## src/inc/adcsc_map.svh

```systemverilog
`ifndef ADCSC_MAP_SVH
`define ADCSC_MAP_SVH
`define ADCSC_ADDR_W 12
`define ADCSC_CSR_IDX 12'h0e8
`define ADCSC_TRG_IDX 12'h0e9
`define ADCSC_CSR_ADDR (`ADCSC_CSR_IDX << 2)
`define ADCSC_TRG_ADDR (`ADCSC_TRG_IDX << 2)
`define ADCSC_EVT_ADDR 12'h3b0
`define ADCSC_MSK_ADDR 12'h3b4
`define ADCSC_FLAG_BIT 7
`define ADCSC_IE_BIT 6
`define ADCSC_START_BIT 5
`define ADCSC_SCAN_BIT 4
`define ADCSC_CKS_BIT 3
`define ADCSC_CH_HI 2
`define ADCSC_CH_LO 0
`define ADCSC_EXTERNAL_TRIGGER_ENABLE_BIT 7
`define ADCSC_TRG_RSVD 7'h7f
`define ADCSC_EVT_W 2
`define ADCSC_EVT_END 0
`define ADCSC_EVT_TRG 1
`define ADCSC_SLOW_STATES 266
`define ADCSC_FAST_STATES 134
`define ADCSC_CYC_PER_STATE 1
`define ADCSC_TMR_W 9
`define ADCSC_SLOW_LOAD (9'(`ADCSC_SLOW_STATES * `ADCSC_CYC_PER_STATE - 1))
`define ADCSC_FAST_LOAD (9'(`ADCSC_FAST_STATES * `ADCSC_CYC_PER_STATE - 1))
`define ADCSC_RESP_OKAY 2'h0
`define ADCSC_RESP_SLVERR 2'h2
`define ADCSC_PIN_IDLE 1'h1
`endif

```

## src/inc/adcsc_pkg.sv

```systemverilog
`include "adcsc_map.svh"
`default_nettype none
package adcsc_pkg;
   typedef logic [`ADCSC_ADDR_W-1:0] adcsc_addr_type;
   typedef logic [2:0] adcsc_chan_type;
   typedef logic [`ADCSC_EVT_W-1:0] adcsc_evt_type;
   typedef struct packed {
      logic int_en;
      logic start;
      logic scan;
      logic conversion_time_select;
      adcsc_chan_type ch;
   } adcsc_ctrl_type;
   typedef enum {REG_CSR, REG_TRG, REG_EVT, REG_MSK, REG_NONE} adcsc_reg_type;
   typedef enum {ST_IDLE, ST_CONV} adcsc_state_type;
endpackage
`default_nettype wire

```

## src/hdl/adcsc_sync.sv

```systemverilog
`include "adcsc_map.svh"
`default_nettype none
module adcsc_sync (
   input wire logic clock,
   input wire logic rst,
   input wire logic pin,
   output logic fall
);
   logic meta;
   logic stable;
   logic prev;

   // two-stage synchroniser, then edge detect on the settled level
   always_ff @(posedge clock) begin
      if (rst) begin
         meta <= `ADCSC_PIN_IDLE;
         stable <= `ADCSC_PIN_IDLE;
         prev <= `ADCSC_PIN_IDLE;
      end else begin
         meta <= pin;
         stable <= meta;
         prev <= stable;
      end
   end

   assign fall = prev & ~stable;
endmodule
`default_nettype wire

```

## src/hdl/adcsc_timer.sv

```systemverilog
`include "adcsc_map.svh"
`default_nettype none
module adcsc_timer (
   input wire logic clock,
   input wire logic rst,
   input wire logic load,
   input wire logic abort,
   input wire logic fast,
   output logic done
);
   logic [`ADCSC_TMR_W-1:0] count;
   logic busy;

   // conversion time counter, done lands the set number of cycles after load
   always_ff @(posedge clock) begin
      if (rst) begin
         count <= '0;
         busy <= 1'b0;
      end else if (abort) begin
         busy <= 1'b0;
      end else if (load) begin
         count <= fast ? `ADCSC_FAST_LOAD : `ADCSC_SLOW_LOAD;
         busy <= 1'b1;
      end else if (busy) begin
         if (count == '0) begin
            busy <= 1'b0;
         end else begin
            count <= count - 1'b1;
         end
      end
   end

   assign done = busy && (count == '0) && !abort;
endmodule
`default_nettype wire

```

## src/hdl/adcsc_top.sv

```systemverilog
`include "adcsc_map.svh"
`default_nettype none
module adcsc_top (
   input wire logic CLOCK,
   input wire logic RST,
   input wire adcsc_pkg::adcsc_addr_type S_AXI_AWADDR,
   input wire logic S_AXI_AWVALID,
   output logic S_AXI_AWREADY,
   input wire logic [31:0] S_AXI_WDATA,
   input wire logic [3:0] S_AXI_WSTRB,
   input wire logic S_AXI_WVALID,
   output logic S_AXI_WREADY,
   output logic [1:0] S_AXI_BRESP,
   output logic S_AXI_BVALID,
   input wire logic S_AXI_BREADY,
   input wire adcsc_pkg::adcsc_addr_type S_AXI_ARADDR,
   input wire logic S_AXI_ARVALID,
   output logic S_AXI_ARREADY,
   output logic [31:0] S_AXI_RDATA,
   output logic [1:0] S_AXI_RRESP,
   output logic S_AXI_RVALID,
   input wire logic S_AXI_RREADY,
   input wire logic EXTERNAL_TRIGGER_INPUT,
   input wire logic STANDBY,
   output logic CONV_START,
   output adcsc_pkg::adcsc_chan_type CONV_CHANNEL,
   output logic CONV_BUSY,
   output logic CONV_END,
   output logic END_IRQ,
   output logic IRQ
);
   import adcsc_pkg::*;

   adcsc_ctrl_type csr;
   logic end_flag;
   logic flag_read;
   logic trg_en;
   adcsc_evt_type evt_status;
   adcsc_evt_type evt_mask;
   adcsc_state_type state;

   logic aw_held;
   logic w_held;
   adcsc_addr_type aw_addr;
   logic [31:0] w_data;
   logic [3:0] w_strb;
   logic wr_go;
   adcsc_reg_type wr_reg;
   logic wr_csr;
   logic wr_trg;
   logic wr_evt;
   logic wr_msk;
   logic ar_hs;
   adcsc_reg_type rd_reg;

   logic trig_fall;
   logic trig_go;
   logic conv_done;
   logic fin;
   logic last;
   logic set_end;
   logic single_done;
   logic flag_clr;
   logic abort;
   adcsc_evt_type next_evt;

   function automatic adcsc_reg_type reg_decode(adcsc_addr_type a);
      adcsc_addr_type w;
      w = {a[`ADCSC_ADDR_W-1:2], 2'h0};
      if (w == `ADCSC_CSR_ADDR) begin
         reg_decode = REG_CSR;
      end else if (w == `ADCSC_TRG_ADDR) begin
         reg_decode = REG_TRG;
      end else if (w == `ADCSC_EVT_ADDR) begin
         reg_decode = REG_EVT;
      end else if (w == `ADCSC_MSK_ADDR) begin
         reg_decode = REG_MSK;
      end else begin
         reg_decode = REG_NONE;
      end
   endfunction

   // first input of the selection
   function automatic adcsc_chan_type first_chan(adcsc_ctrl_type c);
      first_chan = c.scan ? {c.ch[2], 2'h0} : c.ch;
   endfunction

   // write address channel
   always_ff @(posedge CLOCK) begin
      if (RST) begin
         aw_held <= 1'b0;
         aw_addr <= '0;
         S_AXI_AWREADY <= 1'b0;
      end else if (S_AXI_AWVALID && S_AXI_AWREADY) begin
         aw_held <= 1'b1;
         aw_addr <= S_AXI_AWADDR;
         S_AXI_AWREADY <= 1'b0;
      end else if (wr_go) begin
         aw_held <= 1'b0;
         S_AXI_AWREADY <= 1'b1;
      end else if (!aw_held) begin
         S_AXI_AWREADY <= 1'b1;
      end
   end

   // write data channel
   always_ff @(posedge CLOCK) begin
      if (RST) begin
         w_held <= 1'b0;
         w_data <= '0;
         w_strb <= '0;
         S_AXI_WREADY <= 1'b0;
      end else if (S_AXI_WVALID && S_AXI_WREADY) begin
         w_held <= 1'b1;
         w_data <= S_AXI_WDATA;
         w_strb <= S_AXI_WSTRB;
         S_AXI_WREADY <= 1'b0;
      end else if (wr_go) begin
         w_held <= 1'b0;
         S_AXI_WREADY <= 1'b1;
      end else if (!w_held) begin
         S_AXI_WREADY <= 1'b1;
      end
   end

   assign wr_go = aw_held && w_held && !S_AXI_BVALID;
   assign wr_reg = reg_decode(aw_addr);
   assign wr_csr = wr_go && (wr_reg == REG_CSR) && w_strb[0];
   assign wr_trg = wr_go && (wr_reg == REG_TRG) && w_strb[0];
   assign wr_evt = wr_go && (wr_reg == REG_EVT) && w_strb[0];
   assign wr_msk = wr_go && (wr_reg == REG_MSK) && w_strb[0];

   // write response
   always_ff @(posedge CLOCK) begin
      if (RST) begin
         S_AXI_BVALID <= 1'b0;
         S_AXI_BRESP <= `ADCSC_RESP_OKAY;
      end else if (wr_go) begin
         S_AXI_BVALID <= 1'b1;
         S_AXI_BRESP <= (wr_reg == REG_NONE) ? `ADCSC_RESP_SLVERR : `ADCSC_RESP_OKAY;
      end else if (S_AXI_BREADY) begin
         S_AXI_BVALID <= 1'b0;
      end
   end

   // read channel
   assign ar_hs = S_AXI_ARVALID && S_AXI_ARREADY;
   assign rd_reg = reg_decode(S_AXI_ARADDR);

   always_ff @(posedge CLOCK) begin
      if (RST) begin
         S_AXI_ARREADY <= 1'b0;
         S_AXI_RVALID <= 1'b0;
         S_AXI_RDATA <= '0;
         S_AXI_RRESP <= `ADCSC_RESP_OKAY;
      end else if (ar_hs) begin
         S_AXI_ARREADY <= 1'b0;
         S_AXI_RVALID <= 1'b1;
         S_AXI_RRESP <= `ADCSC_RESP_OKAY;
         case (rd_reg)
            REG_CSR: S_AXI_RDATA <= {24'h0, end_flag, csr.int_en, csr.start, csr.scan,
                                     csr.conversion_time_select, csr.ch};
            REG_TRG: S_AXI_RDATA <= {24'h0, trg_en, `ADCSC_TRG_RSVD};
            REG_EVT: S_AXI_RDATA <= {30'h0, evt_status};
            REG_MSK: S_AXI_RDATA <= {30'h0, evt_mask};
            default: begin
               S_AXI_RDATA <= '0;
               S_AXI_RRESP <= `ADCSC_RESP_SLVERR;
            end
         endcase
      end else if (S_AXI_RVALID && S_AXI_RREADY) begin
         S_AXI_RVALID <= 1'b0;
         S_AXI_ARREADY <= 1'b1;
      end else if (!S_AXI_RVALID) begin
         S_AXI_ARREADY <= 1'b1;
      end
   end

   // external trigger pin
   adcsc_sync u_sync (
      .clock(CLOCK),
      .rst(RST),
      .pin(EXTERNAL_TRIGGER_INPUT),
      .fall(trig_fall)
   );

   assign trig_go = trig_fall && trg_en && !csr.start && !STANDBY;

   // trigger control byte
   always_ff @(posedge CLOCK) begin
      if (RST) begin
         trg_en <= 1'b0;
      end else if (wr_trg) begin
         trg_en <= w_data[`ADCSC_EXTERNAL_TRIGGER_ENABLE_BIT];
      end
   end

   // control fields and start bit
   always_ff @(posedge CLOCK) begin
      if (RST) begin
         csr <= '0;
      end else begin
         if (wr_csr) begin
            csr.int_en <= w_data[`ADCSC_IE_BIT];
            csr.start <= w_data[`ADCSC_START_BIT];
            csr.scan <= w_data[`ADCSC_SCAN_BIT];
            csr.conversion_time_select <= w_data[`ADCSC_CKS_BIT];
            csr.ch <= w_data[`ADCSC_CH_HI:`ADCSC_CH_LO];
         end
         if (trig_go) begin
            csr.start <= 1'b1;
         end
         if (single_done) begin
            csr.start <= 1'b0;
         end
         if (STANDBY) begin
            csr.start <= 1'b0;
         end
      end
   end

   // conversion sequencing
   assign last = !csr.scan || (CONV_CHANNEL[1:0] == csr.ch[1:0]);
   assign abort = (state == ST_CONV) && (!csr.start || STANDBY);
   assign fin = (state == ST_CONV) && !abort && conv_done;
   assign set_end = fin && last;
   assign single_done = fin && !csr.scan;

   adcsc_timer u_timer (
      .clock(CLOCK),
      .rst(RST),
      .load(CONV_START),
      .abort(abort),
      .fast(csr.conversion_time_select),
      .done(conv_done)
   );

   always_ff @(posedge CLOCK) begin
      if (RST) begin
         state <= ST_IDLE;
         CONV_START <= 1'b0;
         CONV_CHANNEL <= '0;
         CONV_BUSY <= 1'b0;
      end else begin
         CONV_START <= 1'b0;
         case (state)
            ST_IDLE: begin
               if (csr.start && !STANDBY) begin
                  state <= ST_CONV;
                  CONV_CHANNEL <= first_chan(csr);
                  CONV_START <= 1'b1;
                  CONV_BUSY <= 1'b1;
               end
            end
            ST_CONV: begin
               if (abort) begin
                  state <= ST_IDLE;
                  CONV_BUSY <= 1'b0;
               end else if (conv_done) begin
                  if (!csr.scan) begin
                     state <= ST_IDLE;
                     CONV_BUSY <= 1'b0;
                  end else begin
                     CONV_CHANNEL <= last ? first_chan(csr) : CONV_CHANNEL + 3'h1;
                     CONV_START <= 1'b1;
                  end
               end
            end
            default: begin
               state <= ST_IDLE;
               CONV_BUSY <= 1'b0;
            end
         endcase
      end
   end

   always_ff @(posedge CLOCK) begin
      if (RST) begin
         CONV_END <= 1'b0;
      end else begin
         CONV_END <= fin;
      end
   end

   // end flag, cleared by read-while-set then write zero; a set wins
   assign flag_clr = wr_csr && !w_data[`ADCSC_FLAG_BIT] && flag_read && end_flag;

   always_ff @(posedge CLOCK) begin
      if (RST) begin
         end_flag <= 1'b0;
         flag_read <= 1'b0;
      end else begin
         if (ar_hs && (rd_reg == REG_CSR) && end_flag) begin
            flag_read <= 1'b1;
         end
         if (flag_clr) begin
            end_flag <= 1'b0;
            flag_read <= 1'b0;
         end
         if (set_end) begin
            end_flag <= 1'b1;
         end
      end
   end

   always_ff @(posedge CLOCK) begin
      if (RST) begin
         END_IRQ <= 1'b0;
      end else begin
         END_IRQ <= end_flag && csr.int_en;
      end
   end

   // event status, write one to clear, set wins
   always_comb begin
      next_evt = evt_status;
      if (wr_evt) begin
         next_evt = next_evt & ~w_data[`ADCSC_EVT_W-1:0];
      end
      next_evt[`ADCSC_EVT_END] = next_evt[`ADCSC_EVT_END] | set_end;
      next_evt[`ADCSC_EVT_TRG] = next_evt[`ADCSC_EVT_TRG] | trig_go;
   end

   always_ff @(posedge CLOCK) begin
      if (RST) begin
         evt_status <= '0;
         evt_mask <= '0;
         IRQ <= 1'b0;
      end else begin
         evt_status <= next_evt;
         if (wr_msk) begin
            evt_mask <= w_data[`ADCSC_EVT_W-1:0];
         end
         IRQ <= |(evt_status & evt_mask);
      end
   end

   // checks
   logic [`ADCSC_TMR_W:0] a_cnt;
   logic a_cks;
   localparam logic [`ADCSC_TMR_W:0] a_fast_cyc = 10'(`ADCSC_FAST_STATES * `ADCSC_CYC_PER_STATE);
   localparam logic [`ADCSC_TMR_W:0] a_slow_cyc = 10'(`ADCSC_SLOW_STATES * `ADCSC_CYC_PER_STATE);

   always_ff @(posedge CLOCK) begin
      if (RST) begin
         a_cnt <= '0;
         a_cks <= 1'b0;
      end else if (CONV_START) begin
         a_cnt <= 10'h001;
         a_cks <= csr.conversion_time_select;
      end else begin
         a_cnt <= a_cnt + 10'h001;
      end
   end
endmodule
`default_nettype wire

```

## config.mk

```make
export PLATFORM = sky130hd
export DESIGN_NAME = adcsc_top
export DESIGN_NICKNAME = d
export VERILOG_FILES = /design/src/inc/adcsc_pkg.sv /design/src/hdl/adcsc_sync.sv /design/src/hdl/adcsc_timer.sv /design/src/hdl/adcsc_top.sv
export VERILOG_INCLUDE_DIRS = /design/src /design/src/inc
export SDC_FILE = /design/constraint.sdc
export NUM_CORES = 1
export LEC_CHECK = 0
export ABC_AREA = 0
export BUFFER_PORTS_ARGS = -buffer_cell sky130_fd_sc_hd__buf_2
export CAP_MARGIN = 20
export CORE_MARGIN = 2
export CORE_UTILIZATION = 30
export DETAILED_ROUTE_END_ITERATION = 10
export PLACE_DENSITY = 0.52
export REMOVE_ABC_BUFFERS = 1
export SETUP_SLACK_MARGIN = 0.15
export SYNTH_ARGS = -nofsm -noshare
export SYNTH_HDL_FRONTEND = slang
export SYNTH_HIERARCHICAL = 1
export SYNTH_SLANG_ARGS = --single-unit
```

## constraint.sdc

```tcl
create_clock -name CLOCK -period 3.2 [get_ports CLOCK]
set_clock_uncertainty 0.1 [all_clocks]
set_input_delay 0.48 -clock CLOCK [delete_from_list [all_inputs] [get_ports CLOCK]]
set_output_delay 0.48 -clock CLOCK [all_outputs]
set_load 0.02 [all_outputs]
```

# == Word-level counts from Yosys, hierarchy flattened ==
# Index checks and enable logic that the tools add are counted.
# totals
register_bits,131
word_cells,194
# classes
n_eq_ne,28
n_bitwise,8
n_addsub,2
n_reduce_logical,63
mux,58
# op_table
cell,n
"32-bit by 2-bit == test with 1-bit output, second input constant",4
32-bit logical NOT,4
32-bit two-way mux,4
"10-bit by 8-bit == test with 1-bit output, second input constant",8
"32-bit by 1-bit == test with 1-bit output, second input constant",2
"32-bit by 3-bit == test with 1-bit output, second input constant",2
32-bit one-hot mux with 2 select lines,1
3-bit two-way mux,13
9-bit two-way mux,4
"32-bit by 4-bit == test with 1-bit output, second input constant",1
8-bit one-hot mux with 4 select lines,1
1-bit logical AND,31
1-bit two-way mux,27
2-bit nonzero test,8
2-bit OR reduction,6
"2-bit inequality test, second input constant",5
9-bit logical NOT,1
"9-bit by 1-bit subtractor with 9-bit output, second input constant",1
2-bit two-way mux,4
1-bit logical NOT,6
6-bit two-way mux,1
"2-bit by 1-bit inequality test with 1-bit output, second input constant",3
"3-bit by 2-bit inequality test with 1-bit output, second input constant",2
3-bit one-hot mux with 2 select lines,1
other kinds (13),19

# == Longest topological paths before layout ==
# logic_depth
ltp_word,13
depth_mapped,9
mapped_depth_nobuf,9

# == By module ==
# Netlist, hierarchy kept.
# modules_own_cells
mod,area_per_inst_um2,seq_area_each_um2,instances,cells_each
adcsc_top,2513.7,1161.1,1,293
adcsc_timer,595.6,200.2,1,72
adcsc_sync,85.1,60.1,1,7

# == Worst setup path before layout ==
# Ideal clock, no wire load.
# synth_timing
path_kind,input to register
start,in STANDBY
end,reg CONV_CHANNEL[2]
path_stages,9
slack_ps,872
t_arrival_ps,2107
n_path_buf,0
t_required_ps,2979
cell_sequence,nand2b_1 > and2_1 > inv_1 > nand2_1 > nor4_1 > nand2_1 > a21oi_1 > o32a_1 > nand3_1
# synth_between
elab_chain_cells,6
word_cells_on_any_way,10
classes_between,3 x eq/ne; 7 x reduce/logical
# synth_lines
item,line_no,rtl
start: declaration,adcsc_top.sv:24,"input wire logic STANDBY,"
1-bit logical OR,adcsc_top.sv:224,assign abort = (state == ST_CONV) && (!csr.start || STANDBY);
1-bit logical AND,adcsc_top.sv:224,
net abort,adcsc_top.sv:64,logic abort;
1-bit logical NOT,adcsc_timer.sv:33,assign done = busy && (count == '0) && !abort;
1-bit logical AND,adcsc_timer.sv:33,
net conv_done,adcsc_top.sv:58,logic conv_done;
2-bit inequality test (no source line),--,
5-bit AND reduction (no source line),--,
end signal: assignment,adcsc_top.sv:250,CONV_CHANNEL <= first_chan(csr);
end signal: assignment,adcsc_top.sv:264,CONV_CHANNEL <= last ? first_chan(csr) : CONV_CHANNEL + 3'h1;
end: declaration,adcsc_top.sv:26,"output adcsc_pkg::adcsc_chan_type CONV_CHANNEL,"
# The timed path passes the listed nets, and every way through them passes these cells.
# A chain may end at the register's enable or synchronous reset.

# == Worst setup path in the final report ==
# layout_timing
start,reg u_timer.count[4]
end,reg CONV_CHANNEL[2]
# layout_between
elab_chain_cells,5
# layout_lines
item,line_no,rtl
start: declaration,adcsc_timer.sv:11,logic [`ADCSC_TMR_W-1:0] count;
start signal: assignment,adcsc_timer.sv:22,count <= fast ? `ADCSC_FAST_LOAD : `ADCSC_SLOW_LOAD;
start signal: assignment,adcsc_timer.sv:28,count <= count - 1'b1;
9-bit logical NOT,adcsc_timer.sv:33,
1-bit logical AND (2 in series),adcsc_timer.sv:33,
net conv_done,adcsc_top.sv:58,
2-bit inequality test (no source line),--,
5-bit AND reduction (no source line),--,
# The timed path passes the listed nets, and every way through them passes these cells.

==> impl_metrics.toml <==
[run_status]
outcome = "finished clean"

[cts]
clock_latency_ps = 340
number_of_h_tree_levels = 3
cell_at_the_root_of_the_clock_tree = "sky130_fd_sc_hd__clkbuf_8"
worst_setup_hold_path_clk_slew_ps = 80
cts_made_buffers = 9
cts.sink_count = 71
tritoncts = "yes"
post_cts.resized_instances = 0
cts.path.max_buffers = 2
holdBufCountCts = 0
post-cts-setup-buffer-count = 0

[sta]
layout_min_cycle_time_ps = 2590
timing.final.hold_violations = 0
max_freq_mhz = 386
setup_viol_count_final = 0
fin_crit_sh_pct = 81.0
setup_tns_ps = 0
rsz0062_at_grt = "no"
max_slew.worst_pin.slew_ps = 943
worst_case_headroom_to_the_max_slew_limit_pct = 37.2
fin_hold_ws_ps = 213
timing.final.max_slew_violations = 0

[logic_synthesis]
synthesis.area_per_instance_um2 = 8.59
synth_edf_count = 0
synth_area_leaders = "sky130_fd_sc_hd__dfxtp_1, sky130_fd_sc_hd__nand2_1, sky130_fd_sc_hd__a21oi_1"
synth_top_flop_cell = "sky130_fd_sc_hd__dfxtp_1"
synth_largest_area_cell = "sky130_fd_sc_hd__dfxtp_1"
synth.cell_area_um2 = 3190
synthXorXnorAreaFrac_pct = 0.548
post-synth-top-count-cell = "sky130_fd_sc_hd__dfxtp_1"
ys.warnings.count = 6
yosysUniqueCellTypes = 56
synth_async_sr_flop_share_pct = 0
muxShareOfSynthArea_pct = 5.41
post_synthesis_simple_gate_area_fraction_pct = 23.9
synth_fa_ha_area_share_pct = 0.783
synth_sequential_area_ratio_pct = 44.5
synth_top_family_by_area = "simple AND/OR/NAND/NOR gates"
synth-seq-cells = 71
synth_largest_type_area_fraction_pct = 44.5
synth-compound-area-share_pct = 15.6
postSynthCellCount = 372
synth_commonest_cells = "sky130_fd_sc_hd__dfxtp_1, sky130_fd_sc_hd__nand2_1, sky130_fd_sc_hd__a21oi_1, sky130_fd_sc_hd__nor2_1, sky130_fd_sc_hd__buf_4"

[floorplan]
fp-row-count = 37
io_pins = 118
design.die.area_um2 = 11500
die-height_um = 107
die_width_um = 107
start_util_pct = 30.9
coreArea_um2 = 10300

[worst_setup_path]
reg2regPathDepth = 6
arrival_ps = 2720
critical_path.reg2reg.endpoint = "CONV_CHANNEL[2]"
critPathRequiredTime_ps = 3330
cp_slowest_stage_delay_ps = 690
worst_setup_path_end_kind = "flop"
sort_of_element_at_the_start_of_the_critical_path = "flop"
cp_cell_sequence = "or4_1 -> nor4_1 -> nand2_1 -> a21oi_1 -> o32a_1 -> nand3_1"
crit_type = "reg -> reg"
worstReg2RegStart = "u_timer/count[4]"
critical-path-slowest-cell = "sky130_fd_sc_hd__or4_1"
setup.reg_to_reg.worst_slack_ps = 610
critPathMaxFanout = 8

[placement]
dp.final_hpwl_um = 5160
finalWeightedCongestion = 0.837
numPortBuffers = 60
placed_cell_count = 553

[drt]
detail_route.vias_per_cell = 4.68
detail_route.first_pass.iterations = 4
wl_um = 6930
routedWlPerCell_um = 12.2
num_vias = 2660
drt_drc_violations_left = 0
detail_route.iter0.violations = 64
detail-route-antenna-nets = 0

[global_route]
grtUsageTotal_pct = 12.9
globalRoute.totalOverflow = 0
pin_count_of_the_biggest_net_entering_global_routing = 54
grt_pass1_vias = 2493
grt_pass1_wl_um = 11600
antenna_violations_before_repair = 0

[min_path]
hold_path.class = "in -> reg"
worst_hold_path.num_cells = 2
hold-path-endpoint = "u_sync/meta"
beginning_of_the_worst_hold_path = "EXTERNAL_TRIGGER_INPUT"

[finish]
layout.filler_cells = 1089
multi_input_area_um2 = 1570
storage_element_area_um2 = 1420
post_layout_nonfiller_instances = 568
n_antenna_cell = 0
num-nets-final = 499
areaGrowthSynthToFinish_pct = 15.4
post_route_cells_drive_above_1_share_pct = 19.7

[flow_run]
maxCapViolations = 0

[pwr]
static-leakage-power_nw = 1.58
pwr_density_cell_nw_per_um2 = 456
vdd.ir_drop.worst_mv = 0.192
post-layout-total-power_mw = 1.68
-- stage by stage --
stage	worst slack (ps)	util, %	area, um^2
5_1_grt	308	35.7	3680
4_1_cts	607	35.7	3680
2_1_floorplan	872	-	3030
3_3_place_gp	433	34.0	3510
6_report	609	35.7	3680
3_5_place_dp	422	34.0	3510
-- logic make-up after synthesis --
kind of cell,Yosys count
AND/OR/NAND/NOR,149
AO/OA/AOI/OAI,79
flip-flops,71
buffers and inverters,51
multiplexers,17
adder cells (fa/ha/maj),2
XOR/XNOR,2
other,1
-- layout make-up --
type,instances,share of cell area (%)
Clock buffer,12,4.21
Clock inverter,3,0.509
Timing Repair Buffer,61,8.35
Tap cell,136,4.62
Multi-Input combinational cell,275,42.7
Sequential cell,71,38.6
Inverter,10,1.02
-- registers in the layout, indices dropped and copies added, names as in the netlist, 2 cells and up --
name / cells
CONV_CHANNEL: 3
S_AXI_RDATA: 8
aw_addr: 10
csr: 7
evt_mask: 2
evt_status: 2
u_timer/count: 9
w_data: 8
-- per-layer routing --
metal | wire [um] | GRT usage, %
met3 | 391 | 4.62
met1 | 3140 | 16.4
met4 | 91 | 4.55
met5 | 0 | 0
met2 | 3300 | 20.1
-- power breakdown --
group          switching (mW)  leakage, nW  total, mW  internal (mW)
logic                  0.0874        0.914      0.128         0.0406
registers              0.0137        0.576      0.918          0.904
clock network           0.316       0.0922      0.634          0.318
-- worst max-delay path, delay by kind of cell (launching register included) --
kind,cells,cell delay [ps]
simple gates,4,1330
compound gates,2,700
flops,1,350
-- worst max path at each step --
stage                     depth (start not counted)              from  slack (ps)         endpoint
after CTS                                         6  u_timer/count[4]         610  CONV_CHANNEL[2]
after global placement                           10           STANDBY         430  CONV_CHANNEL[2]
after floorplan                                   9           STANDBY         870  CONV_CHANNEL[2]
after global routing                              6  u_timer/count[4]         310  CONV_CHANNEL[0]
final                                             6  u_timer/count[4]         610  CONV_CHANNEL[2]
after detailed placement                         10           STANDBY         420  CONV_CHANNEL[2]
-- layout by cell type, fill, tap and decap left out, types with 5 or more instances in the layout --
cell,Yosys,layout
sky130_fd_sc_hd__a21oi_1,39,39
sky130_fd_sc_hd__buf_2,3,60
sky130_fd_sc_hd__clkbuf_8,0,11
sky130_fd_sc_hd__conb_1,1,26
sky130_fd_sc_hd__dfxtp_1,71,71
sky130_fd_sc_hd__inv_1,10,10
sky130_fd_sc_hd__mux2i_1,15,15
sky130_fd_sc_hd__nand2_1,62,62
sky130_fd_sc_hd__nand2b_1,6,6
sky130_fd_sc_hd__nor2_1,29,29
sky130_fd_sc_hd__nor2b_1,5,5
sky130_fd_sc_hd__nor3_1,8,8
sky130_fd_sc_hd__o21ai_0,7,7
sky130_fd_sc_hd__o21ai_1,6,6
sky130_fd_sc_hd__or3_1,5,5
Power figures use the tool's default switching activity.
